**src/pbs_pkg.sv**
```systemverilog
// Constants and carrier types for the buffered-update sync block
package pbs_pkg;

	// Bus and counter widths
	localparam int PBS_AW = 3;
	localparam int PBS_DW = 8;
	localparam int PBS_CW = 16;
	localparam int PBS_NTRIG = 3;

	// Register offsets
	localparam logic [PBS_AW-1:0] PBS_A_CFG = 3'h0;
	localparam logic [PBS_AW-1:0] PBS_A_TRIG = 3'h1;
	localparam logic [PBS_AW-1:0] PBS_A_MASKBUF = 3'h2;
	localparam logic [PBS_AW-1:0] PBS_A_MASK = 3'h3;
	localparam logic [PBS_AW-1:0] PBS_A_STAT = 3'h4;

	// Boundary step size
	localparam logic [PBS_CW-1:0] PBS_STEP = 16'h0001;

	// Configuration register, msb first
	typedef struct packed {
		logic dual_capture_enable;
		logic enhanced_feature_enable;
		logic compare_sync_enable;
		logic mask_sync_enable;
		logic sync_trigger_source_select;
		logic counter_reload_on_trigger;
		logic max_boundary_select;
		logic min_boundary_select;
	} pbs_cfg_t;

	// Trigger and mode register, msb first
	typedef struct packed {
		logic [1:0] rsvd;
		logic combine;
		logic center_aligned_select;
		logic sw_sync_request;
		logic [PBS_NTRIG-1:0] hw_trigger_enable;
	} pbs_trig_t;

	// Status register, msb first
	typedef struct packed {
		logic [4:0] rsvd;
		logic combined;
		logic pend_sw;
		logic pend;
	} pbs_stat_t;

	// Counter state coming from the timer
	typedef struct packed {
		logic [PBS_CW-1:0] counter_value;
		logic [PBS_CW-1:0] period_value;
		logic [PBS_CW-1:0] counter_initial_value;
	} pbs_cnt_t;

	// Load and reload strobes going to the timer
	typedef struct packed {
		logic period_load;
		logic cnt_reload;
		logic force_init_out;
	} pbs_strobe_t;

	localparam pbs_cfg_t PBS_CFG_RST = 8'h00;
	localparam pbs_strobe_t PBS_STB_RST = 3'h0;
	localparam logic [PBS_DW-1:0] PBS_ZERO = 8'h00;

endpackage

```
**src/pbs_sync.sv**
```systemverilog
// Buffered-register and counter synchronization of a PWM timer
//
// Contract
// - Sample three hw triggers; enabled rising edge syncs
// - Enable clears on zero write or detection
// - Trigger with enable-setting write: sync, stays set
// - Writing one requests sw sync; cleared on completion
// - New sw write beats its clear
// - Min boundary: wrap or step to initial
// - Max boundary: step from period minus one
// - No boundary selected: no deferred loads
// - Both selected: first boundary wins
// - Boundary selects changed only by software
// - Period load deferred to boundary after trigger
// - Counter_reload_on_trigger, source zero: period loads at trigger
// - Source select one: only sw starts period load
// - Compare load needs full buffer, sync enable
// - Mask buffer copies each clock when unsynced
// - Synced mask loads on any enabled trigger
// - Source select one: mask loads on hw only
// - Counter reload; without counter_reload_on_trigger only at wrap
// - Counter_reload_on_trigger, source zero: reload on any trigger
// - Counter_reload_on_trigger, source one: reload on hw only
// - Sync works only in combined mode
// - Combined mode needs four control bits
//
// Implementation choices: strobed register access and the register addresses.
`timescale 1ns/1ps
module pbs_sync #(
	parameter int NCH = 8
) (
	// Clock and reset
	input wire logic i_clk,
	input wire logic i_rstn,
	input wire logic i_ce,
	// Register port
	input wire logic [pbs_pkg::PBS_AW-1:0] i_addr,
	input wire logic [pbs_pkg::PBS_DW-1:0] i_wdata,
	input wire logic i_wr,
	input wire logic i_rd,
	output logic [pbs_pkg::PBS_DW-1:0] o_rdata,
	// Trigger sources
	input wire logic [pbs_pkg::PBS_NTRIG-1:0] i_hw_trig,
	// Timer counter state and buffer status
	input wire pbs_pkg::pbs_cnt_t i_cnt,
	input wire logic i_period_full,
	input wire logic [NCH-1:0] i_cmp_full,
	// Load strobes and mask
	output pbs_pkg::pbs_strobe_t o_stb,
	output logic [NCH-1:0] o_cmp_load,
	output logic [NCH-1:0] o_output_mask
);
	import pbs_pkg::*;

	typedef struct packed {
		pbs_cfg_t cfg;
		pbs_trig_t trig;
		logic [NCH-1:0] mbuf;
		logic [NCH-1:0] mask;
		logic [NCH-1:0] cmp_ld;
		logic [PBS_NTRIG-1:0] trig_prev;
		logic [PBS_CW-1:0] cnt_prev;
		logic prev_ok;
		logic pend;
		logic pend_sw;
		logic stb_sw;
		pbs_strobe_t stb;
		logic [PBS_DW-1:0] rdata;
	} pbs_state_t;

	localparam pbs_state_t PBS_ST_RST = '0;

	pbs_state_t s_q;
	pbs_state_t s_d;

	function automatic logic hit(input logic [PBS_AW-1:0] a,
		input logic [PBS_AW-1:0] off);
		hit = (a == off);
	endfunction

	logic combined;
	logic wr_cfg;
	logic wr_trig;
	pbs_trig_t wtrig;
	logic [PBS_NTRIG-1:0] edge_hw;
	logic [PBS_NTRIG-1:0] hw_fire;
	logic any_hw;
	logic sw_fire;
	logic any_trig;
	logic imm;
	logic trig_for_load;
	logic at_min;
	logic at_max;
	logic bnd;
	logic deferred;
	logic ld_now;
	logic wrap;
	logic reload;
	pbs_stat_t stat;

	always_comb begin
		combined = s_q.cfg.enhanced_feature_enable
			& ~s_q.cfg.dual_capture_enable
			& s_q.trig.combine & ~s_q.trig.center_aligned_select;
		wr_cfg = i_wr & hit(i_addr, PBS_A_CFG);
		wr_trig = i_wr & hit(i_addr, PBS_A_TRIG);
		wtrig = pbs_trig_t'(i_wdata);
		edge_hw = i_hw_trig & ~s_q.trig_prev;
		// enable may come with the same write
		hw_fire = edge_hw & (s_q.trig.hw_trigger_enable
			| (wr_trig ? wtrig.hw_trigger_enable : '0))
			& {PBS_NTRIG{combined}};
		any_hw = |hw_fire;
		// writing one is the sw event
		sw_fire = wr_trig & wtrig.sw_sync_request & combined;
		any_trig = any_hw | sw_fire;
		imm = ~s_q.cfg.sync_trigger_source_select
			& s_q.cfg.counter_reload_on_trigger;
		trig_for_load = s_q.cfg.sync_trigger_source_select ?
			sw_fire : any_trig;
		if (s_q.trig.center_aligned_select) begin
			at_min = (s_q.cnt_prev == i_cnt.counter_initial_value
				+ PBS_STEP)
				&& (i_cnt.counter_value
				== i_cnt.counter_initial_value);
		end else begin
			at_min = (s_q.cnt_prev == i_cnt.period_value)
				&& (i_cnt.counter_value
				== i_cnt.counter_initial_value);
		end
		at_max = (s_q.cnt_prev == i_cnt.period_value - PBS_STEP)
			&& (i_cnt.counter_value == i_cnt.period_value);
		// either selected boundary, first one wins
		bnd = s_q.prev_ok & combined
			& ((s_q.cfg.min_boundary_select & at_min)
			| (s_q.cfg.max_boundary_select & at_max));
		// deferred load at boundary after trigger
		deferred = s_q.pend & bnd & ~imm;
		// counter_reload_on_trigger with source zero loads at once
		ld_now = imm ? any_trig : deferred;
		wrap = s_q.prev_ok && (s_q.cnt_prev == i_cnt.period_value)
			&& (i_cnt.counter_value == i_cnt.counter_initial_value);
		if (s_q.cfg.counter_reload_on_trigger) begin
			reload = s_q.cfg.sync_trigger_source_select ?
				any_hw : any_trig;
		end else begin
			reload = wrap;
		end
		stat = '0;
		stat.pend = s_q.pend;
		stat.pend_sw = s_q.pend_sw;
		stat.combined = combined;
	end

	always_comb begin
		s_d = s_q;
		s_d.trig_prev = i_hw_trig;
		s_d.cnt_prev = i_cnt.counter_value;
		s_d.prev_ok = 1'b1;

		// Pending deferred sync
		if (deferred) begin
			s_d.pend = 1'b0;
			s_d.pend_sw = 1'b0;
		end
		if (~imm & trig_for_load) begin
			s_d.pend = 1'b1;
			s_d.pend_sw = s_d.pend_sw | sw_fire;
		end

		// detected trigger clears its own enable only
		s_d.trig.hw_trigger_enable = s_q.trig.hw_trigger_enable
			& ~hw_fire;
		// sw request done at boundary or after immediate sync
		if ((deferred & s_q.pend_sw) | s_q.stb_sw) begin
			s_d.trig.sw_sync_request = 1'b0;
		end
		// a write lands after the clears, so it wins
		if (wr_trig) begin
			s_d.trig = wtrig;
			s_d.trig.rsvd = '0;
		end
		// selects only change by a write
		if (wr_cfg) begin
			s_d.cfg = pbs_cfg_t'(i_wdata);
		end
		if (i_wr & hit(i_addr, PBS_A_MASKBUF)) begin
			s_d.mbuf = i_wdata[NCH-1:0];
		end

		if (~s_q.cfg.mask_sync_enable) begin
			s_d.mask = s_q.mbuf;
		end else if (s_q.cfg.sync_trigger_source_select ?
			any_hw : any_trig) begin
			s_d.mask = s_q.mbuf;
		end

		// Strobes are registered, one cycle after the cause
		s_d.stb.period_load = ld_now & i_period_full;
		// compare loads follow the period timing
		s_d.cmp_ld = {NCH{ld_now & s_q.cfg.compare_sync_enable}}
			& i_cmp_full;
		// reload also forces initial channel levels
		s_d.stb.cnt_reload = reload;
		s_d.stb.force_init_out = reload;
		s_d.stb_sw = imm & sw_fire;

		s_d.rdata = PBS_ZERO;
		if (i_rd) begin
			case (i_addr)
				PBS_A_CFG: s_d.rdata = s_q.cfg;
				PBS_A_TRIG: s_d.rdata = s_q.trig;
				PBS_A_MASKBUF: s_d.rdata = PBS_DW'(s_q.mbuf);
				PBS_A_MASK: s_d.rdata = PBS_DW'(s_q.mask);
				PBS_A_STAT: s_d.rdata = stat;
				default: s_d.rdata = PBS_ZERO;
			endcase
		end
	end

	// Freeze on low clock enable keeps edge history coherent
	always_ff @(posedge i_clk or negedge i_rstn) begin
		if (!i_rstn) begin
			s_q <= PBS_ST_RST;
		end else if (i_ce) begin
			s_q <= s_d;
		end
	end

	assign o_rdata = s_q.rdata;
	assign o_stb = s_q.stb;
	assign o_cmp_load = s_q.cmp_ld;
	assign o_output_mask = s_q.mask;
endmodule

```
**config.mk**
```make
export PLATFORM = sky130hd
export DESIGN_NAME = pbs_sync
export DESIGN_NICKNAME = d
export VERILOG_FILES = /design/src/pbs_pkg.sv /design/src/pbs_sync.sv
export SDC_FILE = /design/constraint.sdc
export NUM_CORES = 1
export LEC_CHECK = 0
export ABC_AREA = 1
export BUFFER_PORTS_ARGS = -buffer_cell sky130_fd_sc_hd__buf_2
export CORE_MARGIN = 2
export CORE_UTILIZATION = 51
export CTS_CLUSTER_SIZE = 20
export DETAILED_ROUTE_END_ITERATION = 7
export PLACE_DENSITY_LB_ADDON = 0.3
export SLEW_MARGIN = 30
export SYNTH_ARGS = -nofsm -noshare
export SYNTH_HDL_FRONTEND = slang
export SYNTH_SLANG_ARGS = --single-unit
```
**constraint.sdc**
```tcl
create_clock -name i_clk -period 5.5 [get_ports i_clk]
set_input_delay 0.825 -clock i_clk [delete_from_list [all_inputs] [get_ports i_clk]]
set_output_delay 0.825 -clock i_clk [all_outputs]
set_load 0.01 [all_outputs]
```
After elaboration in Yosys (flattened, before gate mapping) --
Cells that the tools add are included.
Storage, ports and cells: logic and storage cells 101, memory bits (read-only) 0, register bits after elaboration 71, memories 0, memory bits (writable) 0, bits of input ports 76, bits in latches 0, output and inout bits 27
Cells by class: divide/modulo/power cells 0, equality and inequality tests 10, bitwise operators 36, muxes and demuxes 14, magnitude comparators 0, $mul 0, shift-type cells 0, reduce and logical (&&, ||, !) cells 15, add/sub/neg operators 2
Operator list (count):
- == test 16 bit | 5
- one-hot mux 8 bit (5 select lines) | 1
- two-way mux 8 bit | 3
- AND 1 bit | 20
- adder 16 x 1 -> 16 bit, second input constant | 1
- subtractor 16 x 1 -> 16 bit, second input constant | 1
- AND 3 bit | 4
- AND reduction 2 bit | 6
- AND 8 bit | 1
- == test 3 x 2 -> 1 bit, second input constant | 2
- two-way mux 1 bit | 6
- inverter 3 bit | 2
- logical AND 1 bit | 5
- two-way mux 2 bit | 2
- two-way mux 4 bit | 1
- inverter 1 bit | 4
- bitwise OR 1 bit | 4
- nonzero test 2 bit | 2
- == test 3 x 1 -> 1 bit, second input constant | 1
- == test 3 bit, second input constant | 1
- logical NOT 3 bit | 1
- two-way mux 3 bit | 1
- bitwise OR 3 bit | 1
- OR reduction 3 bit | 1
- inequality test 2 x 1 -> 1 bit, second input constant | 1

Logic depth before layout (Yosys ltp) --
Gate-level depths: netlist (run 1).
depth after elaboration 13, gate-level depth with buffers 18

Worst setup path before layout (run 1) --
OpenSTA, ideal clock, no wires.
path kind input to register, start in i_cnt[16] (netlist bit), end reg s_q (netlist bit o_cmp_load[6]), path slack 3.123 ns, stages 16, required time 5.434 ns, data arrival time 2.311 ns, cell sequence inv_1 ha_1 nand2_1 nor2_2 nand2_1 nor2_2 nand3_1 xnor2_1 nand3_1 nor2_1 nand2_1 nand2_2 nand2_2 nand2_4 nand3b_1 nand2_1
Between the ends: word-level cells in the longest chain between the ends 11, elaborated cells between the ends (all ways) 16, classes of those cells add/sub: 1; eq/ne: 3; mux: 2; bitwise: 8; reduce/logical: 2
RTL lines:
- start, declared | line pbs_sync.sv:45 | input wire pbs_pkg::pbs_cnt_t i_cnt,
- subtractor 16 x 1 -> 16 bit / == test 16 bit (equally long branches) | line pbs_sync.sv:131, pbs_sync.sv:127
- == test 16 bit / logical AND 1 bit (equally long branches) | line pbs_sync.sv:131, pbs_sync.sv:128
- logical AND 1 bit / two-way mux 1 bit (equally long branches) | line pbs_sync.sv:132, pbs_sync.sv:121
- AND 1 bit, on equally long branches | line pbs_sync.sv:136, pbs_sync.sv:135
- bitwise OR 1 bit * | line pbs_sync.sv:136 | | (s_q.cfg.max_boundary_select & at_max));
- AND 1 bit * | line pbs_sync.sv:135 | & ((s_q.cfg.min_boundary_select & at_min)
- AND 1 bit * (2 in a row) | line pbs_sync.sv:138 | deferred = s_q.pend & bnd & ~imm;
- two-way mux 1 bit * | line pbs_sync.sv:140 | ld_now = imm ? any_trig : deferred;
- AND 1 bit * | line pbs_sync.sv:201 | s_d.cmp_ld = {NCH{ld_now & s_q.cfg.compare_sync_enable}}
- AND 8 bit * | line pbs_sync.sv:202 | & i_cmp_full;
- end signal, assigned | line pbs_sync.sv:224 | s_q <= PBS_ST_RST;
- end signal, assigned | line pbs_sync.sv:226 | s_q <= s_d;
- end, declared | line pbs_sync.sv:73 | pbs_state_t s_q;
Every way passes the cells marked *; elsewhere a longest branch is shown, timed or not. A chain may end at the register's enable or synchronous reset.

Worst setup path after layout (run 1) --
start in i_cnt[16] (netlist bit), end reg s_q (netlist bit o_cmp_load[3])
The elaborated chain is that of the path after synthesis.

==> results_dict.tcl, run 1 <==
set metrics [dict create \
    most_frequent_cp_cell "sky130_fd_sc_hd__nand2_1" \
    timing.reg2reg.setup_slack_ns 3.23 \
    synth.yosys.warnings 0 \
    drv_slew 0 \
    sequential_fraction_of_the_synthesis_area_pct 35.7 \
    die_x_um 103 \
    placedCellCount 883 \
    ctsLongestPathBuffers 2 \
    timing_worst_slew_pin_value_ns 0.950 \
    n_antenna_cell 0 \
    groute.usage.overall_pct 25.3 \
    r2r_cells 8 \
    cts.root.buffer_cell "sky130_fd_sc_hd__clkbuf_8" \
    number_of_distinct_library_cells_after_synthesis 36 \
    finClkSkew_ns 0.00839 \
    source_to_sink_clock_delay_at_the_later_pin_of_the_worst_skew_pair_ns 0.35 \
    layoutNonFillerInstCount 899 \
    cts.clk_slew.worst_paths_ns 0.07 \
    endpoint_worst_hold "o_cmp_load[7]" \
    dp_hpwl_mm 9.82 \
    hold_depth 2 \
    cts_setup_buffers 0 \
    synth_enable_flop_cells 0 \
    detail_route.first_pass.iterations 7 \
    finish.utilization_pct 58.3 \
    wl_per_cell_um 14.1 \
    grt_first_pass_wirelength_mm 20.7 \
    die_area_um2 10600 \
    std_cell_rows 36 \
    route.final.wire_length_mm 12.7 \
    cap_violations 0 \
    finalSetupViolations 0 \
    ir_worst_vdd_v 0.000143 \
    drc_errors 0 \
    detail_route.iter0.violations 243 \
    layout.nets 839 \
    status "completed" \
    hold_class "register to register" \
    hold_start "o_cmp_load[7]" \
    cts_hold_repair.buffers 0 \
    timing.slew.headroom_pct 36.2 \
    critical_path_required_ns 5.78 \
    reg2reg_to "o_output_mask[2]" \
    io_pins 103 \
    cts.htree.levels 3 \
    grt_pass1_vias 4258 \
    start_util_pct 51.7 \
    number_of_antenna_violations_at_the_first_check_in_global_routing 0 \
    postSynthCellCount 689 \
    crit_chain "buf_2 -> inv_1 -> ha_1 -> nand2_1 -> nor2_2 -> nand3_1 -> nand2_1 -> inv_1 -> nor2_1 -> nand3_1 -> nor3_1 -> nand2_1 -> nand2_2 -> nand2_2 -> nand2_4 -> nand3b_1 -> nand2_1" \
    timing.critical_path.from_type "input pin" \
    finalCritPeriodShare_pct 44.7 \
    place.gp.congestion 0.907 \
    postSynthNetCount 767 \
    fillerInstances 973 \
    cts-buffers-inserted 9 \
    pin_count_of_the_biggest_net_entering_global_routing 72 \
    syn_area_um2 4980 \
    area_growth_pct 12.7 \
    route.vias.total 4617 \
    yosysMostFrequentCell "sky130_fd_sc_hd__nand2_1" \
    critical-path-slowest-cell "sky130_fd_sc_hd__nor3_1" \
    core_region_area_um2 9640 \
    grt_setup_unrepaired "no" \
    achievable-frequency_mhz 406 \
    antenna_left 0 \
    timing.setup.tns_ns 0 \
    critPathArrivalTime_ns 2.75 \
    average_footprint_of_a_synthesized_cell_um2 7.23 \
    io_buffer_count 102 \
    ys_seq_elements 71 \
    power_per_cell_area_nw_per_um2 262 \
    leakagePower_nw 2.88 \
    synth_ff_type "sky130_fd_sc_hd__dfrtp_1" \
    async_reset_ff_share_pct 100 \
    post-synth-top-area-fraction_pct 35.7 \
    synth_largest_area_cell "sky130_fd_sc_hd__dfrtp_1" \
    setup.worst_path.class "input pin to register" \
    multiInputGateArea_um2 2590 \
    worstReg2RegStart "s_q[62]" \
    fp.dieH_um 103 \
    synthTopCellsByCount "sky130_fd_sc_hd__nand2_1, sky130_fd_sc_hd__inv_1, sky130_fd_sc_hd__dfrtp_1" \
    global_route.overflow_total 0 \
    timing.critical_path.slowest_cell_delay_ns 0.25 \
    synth_area_leaders "sky130_fd_sc_hd__dfrtp_1, sky130_fd_sc_hd__nand2_1, sky130_fd_sc_hd__inv_1, sky130_fd_sc_hd__xor2_1, sky130_fd_sc_hd__xnor2_1" \
    final-seq-area_um2 1780 \
    final-hold-violation-count 0 \
    period_minus_slack_ns 2.46 \
    layout-drive-gt1-share_pct 19.1 \
    critical_path.max_fanout 9 \
    cts_tree "built" \
    post_cts.resized_instances 0 \
    timing.critical_path.to_type "register" \
    tritoncts_num_sinks 71 \
    detail_route.vias_per_cell 5.14 \
]
area by class of cell:
cell class / instances / area share, %
timing repair buffer: 104 / 9.43
tap: 133 / 2.96
clock inverter: 5 / 1.47
sequential: 71 / 31.6
inverter: 90 / 6.02
clock buffer: 11 / 2.34
multi-input combinational: 485 / 46.1
how the worst max path moves through the flow:
stage	start	to	slack, ns	cells after the start
after CTS	i_cnt[16]	o_stb[2]	3.07	17
after global placement	i_cnt[16]	o_stb[2]	2.83	17
final	i_cnt[16]	o_cmp_load[3]	3.04	17
after global routing	i_cnt[16]	o_stb[2]	2.75	17
after floorplan	i_cnt[16]	o_cmp_load[6]	3.12	16
after detailed placement	i_cnt[16]	o_stb[2]	2.73	17
flip-flops by register name, indices dropped and copies added (netlist names):
name / count
o_stb: 2
o_cmp_load: 8
o_output_mask: 8
o_rdata: 8
s_q: 45
cells in the final DEF, fill, tap and decap left out, types with 3 or more instances in the layout:
cell	count
sky130_fd_sc_hd__a211oi_1	3
sky130_fd_sc_hd__a21oi_1	18
sky130_fd_sc_hd__a221oi_1	4
sky130_fd_sc_hd__buf_2	102
sky130_fd_sc_hd__clkbuf_8	9
sky130_fd_sc_hd__dfrtp_1	71
sky130_fd_sc_hd__inv_1	86
sky130_fd_sc_hd__inv_2	4
sky130_fd_sc_hd__nand2_1	177
sky130_fd_sc_hd__nand2_2	4
sky130_fd_sc_hd__nand2_4	3
sky130_fd_sc_hd__nand3_1	36
sky130_fd_sc_hd__nand3b_1	11
sky130_fd_sc_hd__nand4_1	11
sky130_fd_sc_hd__nor2_1	57
sky130_fd_sc_hd__nor2_2	3
sky130_fd_sc_hd__nor2_4	4
sky130_fd_sc_hd__nor3_1	8
sky130_fd_sc_hd__o21ai_0	46
sky130_fd_sc_hd__o22ai_1	12
sky130_fd_sc_hd__or2_2	4
sky130_fd_sc_hd__xnor2_1	33
sky130_fd_sc_hd__xor2_1	36
metal layers:
| layer | track usage [%] | up-vias | share of wire [%] |
|---|---|---|---|
| met3 | 4.61 | 10 | 5.9 |
| met5 | 0 | - | 0 |
| met2 | 37.8 | 145 | 44 |
| met4 | 4.96 | 0 | 0.63 |
| li1 | - | 2311 | - |
| met1 | 38.7 | 2151 | 49 |
critical path: cells and delay by family:
family                   cells  cell delay [ns]
AND/OR/NAND/NOR             13             1.47
buffers and inverters        3             0.26
adder cells (fa/ha/maj)      1             0.19
report_power, final:
| part | internal [W] | leakage [nW] | switching (W) |
|---|---|---|---|
| sequential | 0.000594 | 0.904 | 0.0000631 |
| clock | 0.000257 | 0.107 | 0.000202 |
| combinational | 0.000139 | 1.86 | 0.000218 |
| total | 0.000990 | 2.88 | 0.000482 |
cell families (layout without fill, tap and decap cells):
logic type	count (synthesis)	in the layout	synth area share, %
AND/OR/NAND/NOR	325	325	29.3
AO/OA/AOI/OAI	89	89	10.1
flip-flops	71	71	35.7
adder cells (fa/ha/maj)	2	2	0.502
XOR/XNOR	69	69	12.1
buffers and inverters	133	210	12.4
through the flow:
step / power, W / area (um2) / hold WS, ns / setup slack, ns
finish: 0.00147 / 5620 / 0.477 / 3.04
global route: 0.00156 / 5620 / 0.505 / 2.75
CTS: 0.00148 / 5610 / 0.482 / 3.07
detailed placement: 0.00102 / 5400 / 0.462 / 2.73
global placement: 0.00101 / 5400 / 0.459 / 2.83
floorplan: 0.000906 / 4980 / 0.427 / 3.12
No activity file was read; power rests on OpenSTA's default activity.
==> inputs of run 2 (changes only) <==
- clock period: 5.5 -> 2.5 ns (I/O delays scaled with it)
==> run 2 against run 1 <==
  * Setup slack got worse by 2.7 ns
  * Sequential cell count unchanged
  * Global-route usage grew 0.47 points
  * Critical path type is now register to register
  * Design area rose by 0.49%
  * Via count up 0.28%
  * Clock power is 100% higher
  * Largest power group unchanged
==> results_dict.tcl, run 2 (same netlist as run 1, synthesis figures left out) <==
set metrics [dict create \
    status "completed" \
    critical_path.max_fanout 11 \
    setup.worst_path.class "register to register" \
    cts_setup_buffers 0 \
    worst_setup_path_startpoint "s_q[73]" \
    start_util_pct 51.7 \
    cts.clk_slew.worst_paths_ns 0.08 \
    grt-busiest-layer "met2" \
    switching_part_of_the_total_power_pct 33.8 \
    timing.setup.tns_ns 0 \
    layout-drive-gt1-share_pct 19.7 \
    layoutNonFillerInstCount 903 \
    tritoncts_num_sinks 71 \
    global_route.overflow_total 0 \
    timing.reg2reg.setup_slack_ns 0.34 \
    globalRouteMet1Util_pct 38.3 \
    detail_route.iter0.violations 227 \
    hold_class "input pin to async pin" \
    achievable-frequency_mhz 463 \
    seqPwrFrac_pct 45.3 \
    placedCellCount 888 \
    worst_slack_ns 0.340 \
    std_cell_rows 36 \
    cts.root.buffer_cell "sky130_fd_sc_hd__clkbuf_8" \
    cts_hold_repair.buffers 0 \
    place.gp.congestion 0.882 \
    pin_count_of_the_biggest_net_entering_global_routing 27 \
    timing.critical_path.to_type "register" \
    power_per_cell_area_nw_per_um2 565 \
    io_pins 103 \
    die_x_um 103 \
    core_region_area_um2 9640 \
    drv_slew 0 \
    power_report.internal_total_w 0.00211 \
    mostFrequentLayoutCells "sky130_fd_sc_hd__nand2_1, sky130_fd_sc_hd__buf_2, sky130_fd_sc_hd__inv_1, sky130_fd_sc_hd__dfrtp_1, sky130_fd_sc_hd__nor2_1" \
    met2_usage_pct 39.0 \
    area_growth_pct 13.2 \
    ctsLongestPathBuffers 2 \
    critical_path_required_ns 2.73 \
    finClkSkew_ns 0.00956 \
    finalCritPeriodShare_pct 86.4 \
    timing.critical_path.from_type "register" \
    timing.slew.headroom_pct 58.0 \
    number_of_antenna_violations_at_the_first_check_in_global_routing 0 \
    reg2reg_to "o_output_mask[1]" \
    final-hold-violation-count 0 \
    detail_route.vias_per_cell 5.13 \
    route.final.wire_length_mm 13.1 \
    io_buffer_count 102 \
    finalSetupViolations 0 \
    ir_worst_vdd_v 0.000382 \
    cts-buffers-inserted 9 \
    clkPwrFrac_pct 29.3 \
    cap_violations 0 \
    cts.htree.levels 3 \
    fin_worst_hold_slack_ns 0.0453 \
    dp_hpwl_mm 10.3 \
    fillerInstances 969 \
    critPathArrivalTime_ns 2.39 \
    antenna_left 0 \
    r2r_cells 11 \
    wl_per_cell_um 14.5 \
    largest_register_ff_count 45 \
    use_met3_pct 4.68 \
    finish.utilization_pct 58.5 \
    grt_first_pass_wirelength_mm 21.0 \
    period_minus_slack_ns 2.16 \
    grt_setup_unrepaired "no" \
    pre_cts_setup_slack_ns 0.166 \
    detail_route.first_pass.iterations 5 \
    fp.dieH_um 103 \
    share_comb_of_total_power_pct 25.4 \
    groute.usage.overall_pct 25.8 \
    route.vias.total 4630 \
    grt_pass1_vias 4363 \
    drc_errors 0 \
    endpoint_of_the_most_critical_setup_path "o_output_mask[1]" \
    layout.nets 844 \
    die_area_um2 10600 \
    cts_tree "built" \
    most_common_cell_after_layout_fill_and_taps_aside "sky130_fd_sc_hd__nand2_1" \
    worstReg2RegStart "s_q[73]" \
    post_cts.resized_instances 0 \
    largest_register_by_flop_count "s_q" \
    n_antenna_cell 0 \
    source_to_sink_clock_delay_at_the_later_pin_of_the_worst_skew_pair_ns 0.34 \
    timing_worst_slew_pin_value_ns 0.629 \
    power.net_switching_w 0.00108 \
    leakagePower_nw 2.90 \
]
[run 2: cell count changes in the layout (fill, tap and decap cells not counted)]
cell	previous run	this run
sky130_fd_sc_hd__buf_4	1	6
sky130_fd_sc_hd__bufinv_16	2	1
sky130_fd_sc_hd__clkbuf_8	9	10
sky130_fd_sc_hd__clkinv_2	1	2
sky130_fd_sc_hd__inv_6	0	1
sky130_fd_sc_hd__buf_6	1	0
sky130_fd_sc_hd__buf_12	0	1
sky130_fd_sc_hd__clkinv_4	2	1
sky130_fd_sc_hd__clkbuf_1	2	0
[run 2: worst min-delay path by stage]
| stage | endpoint | slack [ns] | depth (start not counted) |
|---|---|---|---|
| global route | s_q[20] | 0.07 | 1 |
| detailed placement | s_q[27] | 0.41 | 1 |
| floorplan | o_cmp_load[0] | 0.08 | 0 |
| global placement | s_q[27] | 0.40 | 1 |
| finish | s_q[27] | 0.05 | 1 |
| CTS | s_q[27] | 0.03 | 1 |
[run 2: power by group through the flow]
stage	Sequential, W	Clock (W)	Combinational [W]
6_report	0.00144	0.000933	0.000810
3_3_place_gp	0.00146	0	0.000784
4_1_cts	0.00144	0.000958	0.000807
5_1_grt	0.00146	0.00101	0.000915
3_5_place_dp	0.00146	0	0.000803
2_1_floorplan	0.00141	0	0.000581
[run 2: per-layer routing]
| metal | vias up | share of wire [%] | routed length [um] |
|---|---|---|---|
| met5 | - | 0 | 0 |
| met1 | 2152 | 49 | 6450 |
| li1 | 2312 | - | - |
| met4 | 0 | 1.3 | 172 |
| met3 | 14 | 6.0 | 789 |
| met2 | 152 | 43 | 5670 |
[run 2: stage by stage]
step,total power [W],area (um2)
floorplan,0.00199,4980
global placement,0.00224,5450
detailed placement,0.00226,5450
CTS,0.00320,5640
global route,0.00338,5640
finish,0.00319,5640
[run 2: cell type report]
cell class / instances / area (um2) / area share (%)
clock inverter: 5 / 57.6 / 1.02
inverter: 90 / 338 / 5.99
clock buffer: 10 / 138 / 2.44
sequential: 71 / 1780 / 31.5
tap: 133 / 166 / 2.95
timing repair buffer: 109 / 576 / 10.2
multi-input combinational: 485 / 2590 / 45.9
[run 2: worst max-delay path, stage by stage, from the launching register on]
cell                       delay (ns)
sky130_fd_sc_hd__dfrtp_1         0.41
sky130_fd_sc_hd__nor4_2          0.51
sky130_fd_sc_hd__nand3_1         0.19
sky130_fd_sc_hd__a21oi_1         0.17
sky130_fd_sc_hd__inv_1           0.06
sky130_fd_sc_hd__nand3b_1        0.09
sky130_fd_sc_hd__inv_1           0.08
sky130_fd_sc_hd__o21ai_2         0.08
sky130_fd_sc_hd__o21ai_2         0.12
sky130_fd_sc_hd__buf_4           0.20
sky130_fd_sc_hd__nand2_1         0.06
sky130_fd_sc_hd__o21ai_0         0.08
